===== config.mk =====
export PLATFORM = sky130hd
export DESIGN_NAME = dbp_port
export DESIGN_NICKNAME = d
export VERILOG_FILES = /design/src/include/dbp_pkg.sv /design/src/rtl/dbp_port.sv
export SDC_FILE = /design/constraint.sdc
export NUM_CORES = 1
export LEC_CHECK = 0
export BUFFER_PORTS_ARGS = -buffer_cell sky130_fd_sc_hd__buf_2
export CAP_MARGIN = 10
export CORE_AREA = 10 10 108 110
export CTS_CLUSTER_SIZE = 30
export DETAILED_ROUTE_END_ITERATION = 7
export DIE_AREA = 0 0 118 120
export GPL_TIMING_DRIVEN = 0
export PLACE_DENSITY = 0.77
export SYNTH_ARGS = -nofsm -noshare
export SYNTH_HDL_FRONTEND = slang
export SYNTH_SLANG_ARGS = --single-unit

===== constraint.sdc =====
create_clock -name clk -period 1.3 [get_ports clk]
set_input_delay 0.065 -clock clk [delete_from_list [all_inputs] [get_ports clk]]
set_output_delay 0.065 -clock clk [all_outputs]
set_load 0.01 [all_outputs]

===== src/include/dbp_pkg.sv =====
/*
  dbp_pkg: constants for the dual byte port block (third and fourth
  ports sharing pins with the external data bus).
  Assumes: 16-bit register addresses, 8-bit register data.
*/
package dbp_pkg;

  ////////////////////////////////////////////////////////////////////
  // register offsets (lower 16 address bits)
  localparam logic [15:0] DBP_OFS_P3_DIR   = 16'hffc4;
  localparam logic [15:0] DBP_OFS_P4_DIR   = 16'hffc5;
  localparam logic [15:0] DBP_OFS_P3_LATCH = 16'hffc6;
  localparam logic [15:0] DBP_OFS_P4_LATCH = 16'hffc7;
  localparam logic [15:0] DBP_OFS_P4_PULL  = 16'hffda;

  ////////////////////////////////////////////////////////////////////
  // reset and read-back values
  localparam logic [7:0] DBP_RST_DIR   = 8'h00;
  localparam logic [7:0] DBP_RST_LATCH = 8'h00;
  localparam logic [7:0] DBP_RST_PULL  = 8'h00;
  localparam logic [7:0] DBP_RD_DIR    = 8'hff; // write-only readback
  localparam logic [7:0] DBP_RD_NONE   = 8'h00; // unmapped / idle

  ////////////////////////////////////////////////////////////////////
  // operating mode numbers
  localparam logic [2:0] DBP_MODE_EXP_LO = 3'h1;
  localparam logic [2:0] DBP_MODE_EXP_HI = 3'h5;
  localparam logic [2:0] DBP_MODE_SC_LO  = 3'h6;
  localparam logic [2:0] DBP_MODE_SC_HI  = 3'h7;
  localparam logic [2:0] DBP_MODE_W16_A  = 3'h2;
  localparam logic [2:0] DBP_MODE_W16_B  = 3'h4;

endpackage


===== src/rtl/dbp_port.sv =====
/*
  dbp_port: third and fourth 8-bit general ports with data bus sharing.
  Assumes: op_mode and area_bus_width_config are steady system levels,
  pin inputs synchronous to clk, bus controller drives bus_dout/bus_oe.
*/
// Functional notes
// - modes 1-5: port three is data bus
// - modes 6-7: direction bit picks pin role
// - third direction reads back all ones
// - third direction clears on reset, hard standby
// - soft standby: third gpio outputs hold their level
// - third data read: latch or live pin
// - third latch clears reset/hard standby, keeps soft
// - any 16-bit area selects 16-bit bus
// - 16-bit bus: port four is data bus
// - 8-bit bus or modes 6-7: direction rules
// - reset bus width follows mode number
// - fourth direction reads back all ones
// - fourth direction clears reset, keeps soft
// - soft standby: fourth gpio outputs hold
// - fourth data read: latch or pin, both
// - fourth latch clears reset/hard standby
// - pull-up when input and control set
// - pull-up control clears reset/hard standby
// - pull-ups off in reset, hard standby, 16-bit
`timescale 1ns/1ps
module dbp_port (
  input  wire logic        clk,
  input  wire logic        rst,
  input  wire logic        hw_standby,
  input  wire logic        sw_standby,
  input  wire logic [2:0]  op_mode,
  input  wire logic [7:0]  area_bus_width_config,
  input  wire logic [15:0] reg_addr,
  input  wire logic [7:0]  reg_wdata,
  input  wire logic        reg_wr,
  input  wire logic        reg_rd,
  output logic      [7:0]  reg_rdata,
  input  wire logic [15:0] bus_dout,
  input  wire logic        bus_oe,
  output logic      [15:0] bus_din,
  output logic             bus_wide16,
  input  wire logic [7:0]  p3_pin_in,
  output logic      [7:0]  p3_pin_out,
  output logic      [7:0]  p3_pin_oe,
  input  wire logic [7:0]  p4_pin_in,
  output logic      [7:0]  p4_pin_out,
  output logic      [7:0]  p4_pin_oe,
  output logic      [7:0]  p4_pullup
);

  ////////////////////////////////////////////////////////////////////
  // storage
  logic [7:0]  p3_dir_ff;
  logic [7:0]  p4_dir_ff;
  logic [7:0]  p3_latch_ff;
  logic [7:0]  p4_latch_ff;
  logic [7:0]  p4_pull_ff;
  logic        wide16_ff;
  logic [7:0]  rdata_ff;
  logic [15:0] bus_din_ff;
  logic [7:0]  p3_out_ff;
  logic [7:0]  p3_oe_ff;
  logic [7:0]  p4_out_ff;
  logic [7:0]  p4_oe_ff;
  logic [7:0]  p4_pu_ff;

  logic [7:0]  nxt_p3_out;
  logic [7:0]  nxt_p3_oe;
  logic [7:0]  nxt_p4_out;
  logic [7:0]  nxt_p4_oe;
  logic [7:0]  nxt_p4_pu;
  logic [7:0]  nxt_rdata;
  logic [15:0] nxt_bus_din;
  logic        nxt_wide16;

  ////////////////////////////////////////////////////////////////////
  // mode decode, combinational from inputs and the bus width flop
  wire clr       = rst | hw_standby;
  wire mode_exp  = (op_mode >= dbp_pkg::DBP_MODE_EXP_LO) &&
                   (op_mode <= dbp_pkg::DBP_MODE_EXP_HI);
  wire mode_sc   = (op_mode >= dbp_pkg::DBP_MODE_SC_LO) &&
                   (op_mode <= dbp_pkg::DBP_MODE_SC_HI);
  wire mode_w16  = (op_mode == dbp_pkg::DBP_MODE_W16_A) ||
                   (op_mode == dbp_pkg::DBP_MODE_W16_B);
  wire any_w16   = |area_bus_width_config;
  wire p3_bus    = mode_exp;
  wire p3_gpio   = mode_sc;
  wire p4_bus    = mode_exp & wide16_ff;
  wire p4_gpio   = mode_sc | (mode_exp & ~wide16_ff);

  ////////////////////////////////////////////////////////////////////
  // register bus decode
  wire hit_p3d = reg_addr == dbp_pkg::DBP_OFS_P3_DIR;
  wire hit_p4d = reg_addr == dbp_pkg::DBP_OFS_P4_DIR;
  wire hit_p3l = reg_addr == dbp_pkg::DBP_OFS_P3_LATCH;
  wire hit_p4l = reg_addr == dbp_pkg::DBP_OFS_P4_LATCH;
  wire hit_p4p = reg_addr == dbp_pkg::DBP_OFS_P4_PULL;

  // mixed read: latch where output, live pin where input
  wire [7:0] p3_view = (p3_dir_ff & p3_latch_ff) |
                       (~p3_dir_ff & p3_pin_in);
  wire [7:0] p4_view = (p4_dir_ff & p4_latch_ff) |
                       (~p4_dir_ff & p4_pin_in);

  // read data stands only in the cycle after the strobe
  assign nxt_rdata = !reg_rd ? dbp_pkg::DBP_RD_NONE :
                     (hit_p3d | hit_p4d) ? dbp_pkg::DBP_RD_DIR :
                     hit_p3l ? p3_view :
                     hit_p4l ? p4_view :
                     hit_p4p ? p4_pull_ff :
                     dbp_pkg::DBP_RD_NONE;

  // bus width: mode-driven default while cleared, config after
  assign nxt_wide16 = clr ? mode_w16 : any_w16;

  // bus read path: upper byte from port three, lower from port four in 16-bit bus mode, else zero
  assign nxt_bus_din = {p3_pin_in, p4_bus ? p4_pin_in : 8'h00};

  ////////////////////////////////////////////////////////////////////
  // per-pin drive, one generate loop for both ports
  genvar gi;
  generate
    for (gi = 0; gi < 8; gi++)
    begin : g_pin
      // third port: bus owns pins in expanded modes
      assign nxt_p3_oe[gi] =
        clr        ? 1'b0 :
        sw_standby ? (p3_gpio & p3_oe_ff[gi]) :
        p3_bus     ? bus_oe :
        p3_gpio    ? p3_dir_ff[gi] :
        1'b0;
      assign nxt_p3_out[gi] =
        clr        ? 1'b0 :
        sw_standby ? p3_out_ff[gi] :
        p3_bus     ? bus_dout[8+gi] :
        p3_latch_ff[gi];
      // fourth port: low data byte only in 16-bit bus mode
      assign nxt_p4_oe[gi] =
        clr        ? 1'b0 :
        sw_standby ? (p4_gpio & p4_oe_ff[gi]) :
        p4_bus     ? bus_oe :
        p4_gpio    ? p4_dir_ff[gi] :
        1'b0;
      assign nxt_p4_out[gi] =
        clr        ? 1'b0 :
        sw_standby ? p4_out_ff[gi] :
        p4_bus     ? bus_dout[gi] :
        p4_latch_ff[gi];
      // pull-up never fights the data bus, nor a driven pin unless a write clears its direction bit in the cycle before soft standby
      assign nxt_p4_pu[gi] =
        !clr & p4_gpio & ~p4_dir_ff[gi] & p4_pull_ff[gi];
    end
  endgenerate

  ////////////////////////////////////////////////////////////////////
  // software registers; soft standby freezes them since the cpu is halted, hard standby clears them
  always_ff @(posedge clk)
  begin
    if (clr)
    begin
      p3_dir_ff   <= dbp_pkg::DBP_RST_DIR;
      p4_dir_ff   <= dbp_pkg::DBP_RST_DIR;
      p3_latch_ff <= dbp_pkg::DBP_RST_LATCH;
      p4_latch_ff <= dbp_pkg::DBP_RST_LATCH;
      p4_pull_ff  <= dbp_pkg::DBP_RST_PULL;
    end
    else if (reg_wr && !sw_standby)
    begin
      if (hit_p3d)
        p3_dir_ff <= reg_wdata;
      if (hit_p4d)
        p4_dir_ff <= reg_wdata;
      if (hit_p3l)
        p3_latch_ff <= reg_wdata;
      if (hit_p4l)
        p4_latch_ff <= reg_wdata;
      if (hit_p4p)
        p4_pull_ff <= reg_wdata;
    end
  end

  ////////////////////////////////////////////////////////////////////
  // output stage: every port leaves from a flop
  always_ff @(posedge clk)
  begin
    if (rst)
    begin
      rdata_ff   <= dbp_pkg::DBP_RD_NONE;
      bus_din_ff <= 16'h0000;
    end
    else
    begin
      rdata_ff   <= nxt_rdata;
      bus_din_ff <= nxt_bus_din;
    end
  end

  // pin flops take their cleared value from the nxt_ terms
  always_ff @(posedge clk)
  begin
    wide16_ff <= nxt_wide16;
    p3_out_ff <= nxt_p3_out;
    p3_oe_ff  <= nxt_p3_oe;
    p4_out_ff <= nxt_p4_out;
    p4_oe_ff  <= nxt_p4_oe;
    p4_pu_ff  <= nxt_p4_pu;
  end

  assign reg_rdata  = rdata_ff;
  assign bus_din    = bus_din_ff;
  assign bus_wide16 = wide16_ff;
  assign p3_pin_out = p3_out_ff;
  assign p3_pin_oe  = p3_oe_ff;
  assign p4_pin_out = p4_out_ff;
  assign p4_pin_oe  = p4_oe_ff;
  assign p4_pullup  = p4_pu_ff;

  ////////////////////////////////////////////////////////////////////
  // checks
  property p_p3_dir_rd;
    @(posedge clk) disable iff (rst)
    (reg_rd && reg_addr == dbp_pkg::DBP_OFS_P3_DIR) |=> reg_rdata == 8'hff;
  endproperty
  a_p3_dir_rd: assert property (p_p3_dir_rd)
    else $error("third direction read not all ones");

  property p_p4_dir_rd;
    @(posedge clk) disable iff (rst)
    (reg_rd && reg_addr == dbp_pkg::DBP_OFS_P4_DIR) |=> reg_rdata == 8'hff;
  endproperty
  a_p4_dir_rd: assert property (p_p4_dir_rd)
    else $error("fourth direction read not all ones");

  property p_p3_bus_oe;
    @(posedge clk) disable iff (rst)
    (mode_exp && !hw_standby && !sw_standby)
      |=> p3_pin_oe == {8{$past(bus_oe)}};
  endproperty
  a_p3_bus_oe: assert property (p_p3_bus_oe)
    else $error("third port not following data bus");

  property p_p3_gpio_oe;
    @(posedge clk) disable iff (rst)
    (mode_sc && !hw_standby && !sw_standby)
      |=> p3_pin_oe == $past(p3_dir_ff);
  endproperty
  a_p3_gpio_oe: assert property (p_p3_gpio_oe)
    else $error("third port drive differs from direction");

  property p_p3_clear;
    @(posedge clk)
    (rst || hw_standby) |=> (p3_dir_ff == 8'h00 && p3_latch_ff == 8'h00);
  endproperty
  a_p3_clear: assert property (p_p3_clear)
    else $error("third port registers not cleared");

  property p_p3_view;
    @(posedge clk) disable iff (rst)
    (reg_rd && reg_addr == dbp_pkg::DBP_OFS_P3_LATCH)
      |=> reg_rdata == (($past(p3_dir_ff) & $past(p3_latch_ff)) |
                        (~$past(p3_dir_ff) & $past(p3_pin_in)));
  endproperty
  a_p3_view: assert property (p_p3_view)
    else $error("third port data read mixes wrongly");

  property p_p3_hold;
    @(posedge clk) disable iff (rst || hw_standby)
    (sw_standby && mode_sc && $past(sw_standby))
      |-> $stable(p3_pin_out) && $stable(p3_pin_oe);
  endproperty
  a_p3_hold: assert property (p_p3_hold)
    else $error("third port moved in soft standby");

  property p_w16_reset;
    @(posedge clk)
    rst |=> bus_wide16 == $past(mode_w16);
  endproperty
  a_w16_reset: assert property (p_w16_reset)
    else $error("bus width after reset wrong for mode");

  property p_p4_bus;
    @(posedge clk) disable iff (rst)
    (mode_exp && bus_wide16 && !hw_standby && !sw_standby)
      |=> p4_pin_oe == {8{$past(bus_oe)}} && p4_pullup == 8'h00;
  endproperty
  a_p4_bus: assert property (p_p4_bus)
    else $error("fourth port not on data bus in 16-bit mode");

  property p_p4_pull;
    @(posedge clk) disable iff (rst)
    (!hw_standby && (mode_sc || (mode_exp && !bus_wide16)))
      |=> p4_pullup == ($past(p4_pull_ff) & ~$past(p4_dir_ff));
  endproperty
  a_p4_pull: assert property (p_p4_pull)
    else $error("fourth port pull-up wrong");

  property p_pull_off;
    @(posedge clk)
    (rst || hw_standby) |=> p4_pullup == 8'h00 && p4_pull_ff == 8'h00;
  endproperty
  a_pull_off: assert property (p_pull_off)
    else $error("pull-ups not forced off");

  property p_p4_view;
    @(posedge clk) disable iff (rst)
    (reg_rd && reg_addr == dbp_pkg::DBP_OFS_P4_LATCH)
      |=> reg_rdata == (($past(p4_dir_ff) & $past(p4_latch_ff)) |
                        (~$past(p4_dir_ff) & $past(p4_pin_in)));
  endproperty
  a_p4_view: assert property (p_p4_view)
    else $error("fourth port data read mixes wrongly");

  // gpio role of port four, either single chip or narrow bus
  property p_p4_gpio_oe;
    @(posedge clk) disable iff (rst)
    (!hw_standby && !sw_standby && (mode_sc || (mode_exp && !bus_wide16)))
      |=> p4_pin_oe == $past(p4_dir_ff);
  endproperty
  a_p4_gpio_oe: assert property (p_p4_gpio_oe)
    else $error("fourth port drive differs from direction");

  // only gpio pins freeze; bus-owned pins let go in standby
  property p_p4_hold;
    @(posedge clk) disable iff (rst || hw_standby)
    (sw_standby && $past(sw_standby) && (mode_sc || (mode_exp && !bus_wide16)))
      |-> $stable(p4_pin_out) && $stable(p4_pin_oe);
  endproperty
  a_p4_hold: assert property (p_p4_hold)
    else $error("fourth port moved in soft standby");

  property p_w16_cfg;
    @(posedge clk) disable iff (rst)
    !hw_standby |=> bus_wide16 == (|$past(area_bus_width_config));
  endproperty
  a_w16_cfg: assert property (p_w16_cfg)
    else $error("bus width not following area config");

  property p_p4_clear;
    @(posedge clk)
    (rst || hw_standby) |=> (p4_dir_ff == 8'h00 && p4_latch_ff == 8'h00);
  endproperty
  a_p4_clear: assert property (p_p4_clear)
    else $error("fourth port registers not cleared");

endmodule


==> qor.yml <==
num_rows: 36
dr.pass1.iters: 5
vias_per_cell: 5.22
clock_latency_ns: 0.38
leakage_uw: 0.00264
setup_viol_count_final: 5
synth.area.top_cells: "dfxtp_1 50%, mux2i_1 13%, nand2_1 8.8%"
rr_endpoint: "p4_pullup[3]$_DFF_P_"
fin_area_mm2: 0.00587
critPathMaxStageDelay_ns: 0.36
tns_ns: -0.0755
synth_common_cells: "105 x dfxtp_1, 98 x nand2_1, 56 x mux2i_1"
tightest_slew_ns: 0.639
ioPinCount: 139
io_buffer_count: 137
critPathBufInv: 1
cts_root_buffer: "clkbuf_8"
cts_made_buffers: 9
antenna_found_initial: 0
diodes: 0
place_ws_ns: -0.422
violations: "setup timing"
synth-edff-count: 0
wire_per_inst_um: 18.5
fmax_mhz: 753
register_area_mm2: 0.00211
htree_levels: 3
path_delay_family: "simple AND/OR/NAND/NOR gates"
routed.top_layer: "met4"
track_usage: 0.194
vdd_drop_max_uv: 471
reg2reg_from: "bus_wide16$_DFF_P_"
core_area_mm2: 0.00955
crit_chain: "o21bai_4 > a21oi_4 > buf_12 > nand2_2 > nor3b_1"
met3_length_um: 1360
finalClockSkew_ns: 0.0119
final_nets: 696
yosysSeqAreaShare: 0.501
die_x_um: 118
cp_max_fo: 8
place_area_mm2: 0.00506
routed_wl_um: 14100
cts.clk_slew.worst_paths_ns: 0.10
cts.path.max_buffers: 2
hold_slack_ns: 0.00427
run_status: "complete, but fails checks"
period_minus_slack_ns: 1.33
area_growth_syn_to_layout_pct: 40.0
post-route-drc-count: 0
setup_slack_ns: -0.0276
worstHoldStart: "bus_dout[11]"
antenna_left: 0
start_util: 0.439
final_util: 0.615
worstSetupPathType: "reg2reg"
ff2ff_path_depth: 5
crit_path_top_delay_cell: "dfxtp_4"
ys_ff_latch: 105
maxSlewViolCount: 0
whs_path_depth: 3
synth.most_common_cell: "dfxtp_1"
hold_path_end: "p3_pin_out[3]$_SDFFE_PN0N_"
p_per_area_mw_per_mm2: 1080
dp_hpwl_um: 10600
cp.arrival_ns: 1.61
cts.sinks: 105
cts_tree: "yes"
ys_types: 38
syn_area_mm2: 0.00419
fillers: 811
synth_top_area_frac: 0.501
reg2reg_setup_slack_ns: -0.03
grt_pass1_vias: 4118
crit_path_end_kind: "flip-flop"
hold_class: "in2reg"
maxCapViolations: 0
multi_input_area_mm2: 0.00214
dr_total_vias: 3969
grt_max_degree: 17
rsz0062_at_grt: "yes"
fp.dieH_um: 120
worst_setup_path_start_kind: "flip-flop"
grt_pass1_wl_um: 22100
required_ns: 1.58
met2_length_um: 6370
avgSynthCellArea_um2: 9.59
ys_warn_count: 0
period_share: 1.02
drive_above_1_share: 0.351
synth_cells: 437
synth_largest_area_cell: "dfxtp_1"
grt.overflow.total: 0
synthArstFlopShare: 0
dr.first_iter.drc_count: 227
wl_met1_um: 5980
hold_viol_final: 0
relSlewSlack: 0.574
dieArea_mm2: 0.0142
synth_flop_cell: "dfxtp_1"
place_congestion: 0.888
syn_nets: 511
-- worst min-delay path: stages --
cell and delay [ns]:
buf_2 0.08, mux2i_1 0.06, a21oi_1 0.15
-- repair_timing --
item / CTS / global route
pin swaps: 5 / 8
hold endpoints to repair: 32 / 0
buffers inserted: 3 / 1
endpoints found under the setup margin: 32 / 52
hold buffers: 32 / 0
gates resized for setup: 28 / 31
cloned: 1 / 0
-- power breakdown --
group / internal, uW / total (uW) / switching, uW
sequential: 3280 / 3310 / 29.9
clock: 1140 / 2220 / 1090
combinational: 374 / 810 / 436
-- per-stage QoR --
stage / power [uW] / std cells
floorplan: 3690 / 437
global placement: 3980 / 707
detailed placement: 3990 / 707
CTS: 6340 / 759
global route: 6570 / 760
finish: 6340 / 760
-- placed cells by master, fill, tap and decap left out, types with 8 or more instances in the layout --
cell type and instances:
a21oi_1 8, clkbuf_1 13, nand2_2 8, a221oi_1 8
a22o_1 8, and2_1 18, dfxtp_1 97, o21ai_0 25
clkbuf_8 10, nor2b_1 18, a221oi_2 8, mux2i_1 56
buf_2 142, dlygate4sd3_1 32, a31oi_1 8, nand2_1 88
-- flip-flops by register name, indices dropped and copies added, names as in the netlist --
| register | flops |
|---|---|
| bus_din | 16 |
| bus_wide16 | 1 |
| p3_dir_ff | 8 |
| p3_latch_ff | 8 |
| p3_pin_oe | 8 |
| p3_pin_out | 8 |
| p4_dir_ff | 8 |
| p4_latch_ff | 8 |
| p4_pin_oe | 8 |
| p4_pin_out | 8 |
| p4_pull_ff | 8 |
| p4_pullup | 8 |
| reg_rdata | 8 |
-- layout make-up --
| cell class | count | share of cell area |
|---|---|---|
| inverters | 2 | 0.00128 |
| multi-input cells | 304 | 0.365 |
| flip-flops and latches | 105 | 0.360 |
| plain buffers | 26 | 0.0230 |
| clock buffers | 11 | 0.0241 |
| repair buffers | 174 | 0.185 |
| well taps | 133 | 0.0284 |
| clock inverters | 5 | 0.0134 |
-- metal layers --
layer,track usage,vias up
met1,0.237,1837
met4,0.0726,0
met3,0.0619,28
met2,0.313,195
met5,0,-
li1,-,1909
-- logic make-up (layout without fill, tap and decap cells) --
kind of cell | after synthesis | in the layout | share of synthesized area
muxes | 56 | 56 | 0.134
buffers and inverters | 28 | 218 | 0.0290
and+or+nand+nor | 169 | 169 | 0.208
xor gates and xnor gates | 1 | 1 | 0.00209
DFF | 105 | 105 | 0.501
AOI/OAI and AO/OA | 78 | 78 | 0.126
-- worst max path at each step --
stage | depth (start not counted) | end | slack [ns] | startpoint
6_report | 5 | p4_pullup[3]$_DFF_P_ | -0.03 | bus_wide16$_DFF_P_
5_1_grt | 6 | p4_pin_oe[6]$_SDFF_PN0_ | -0.08 | bus_wide16$_DFF_P_
4_1_cts | 5 | p4_pullup[1]$_DFF_P_ | -0.01 | bus_wide16$_DFF_P_
3_5_place_dp | 7 | p3_dir_ff[4]$_SDFFE_PN0P_ | -0.42 | rst
3_3_place_gp | 5 | reg_rdata[4]$_SDFF_PP0_ | -0.38 | reg_addr[13]
2_1_floorplan | 5 | p4_dir_ff[3]$_SDFFE_PN0P_ | -0.05 | reg_addr[4]
(Power assumes the default switching activity.)
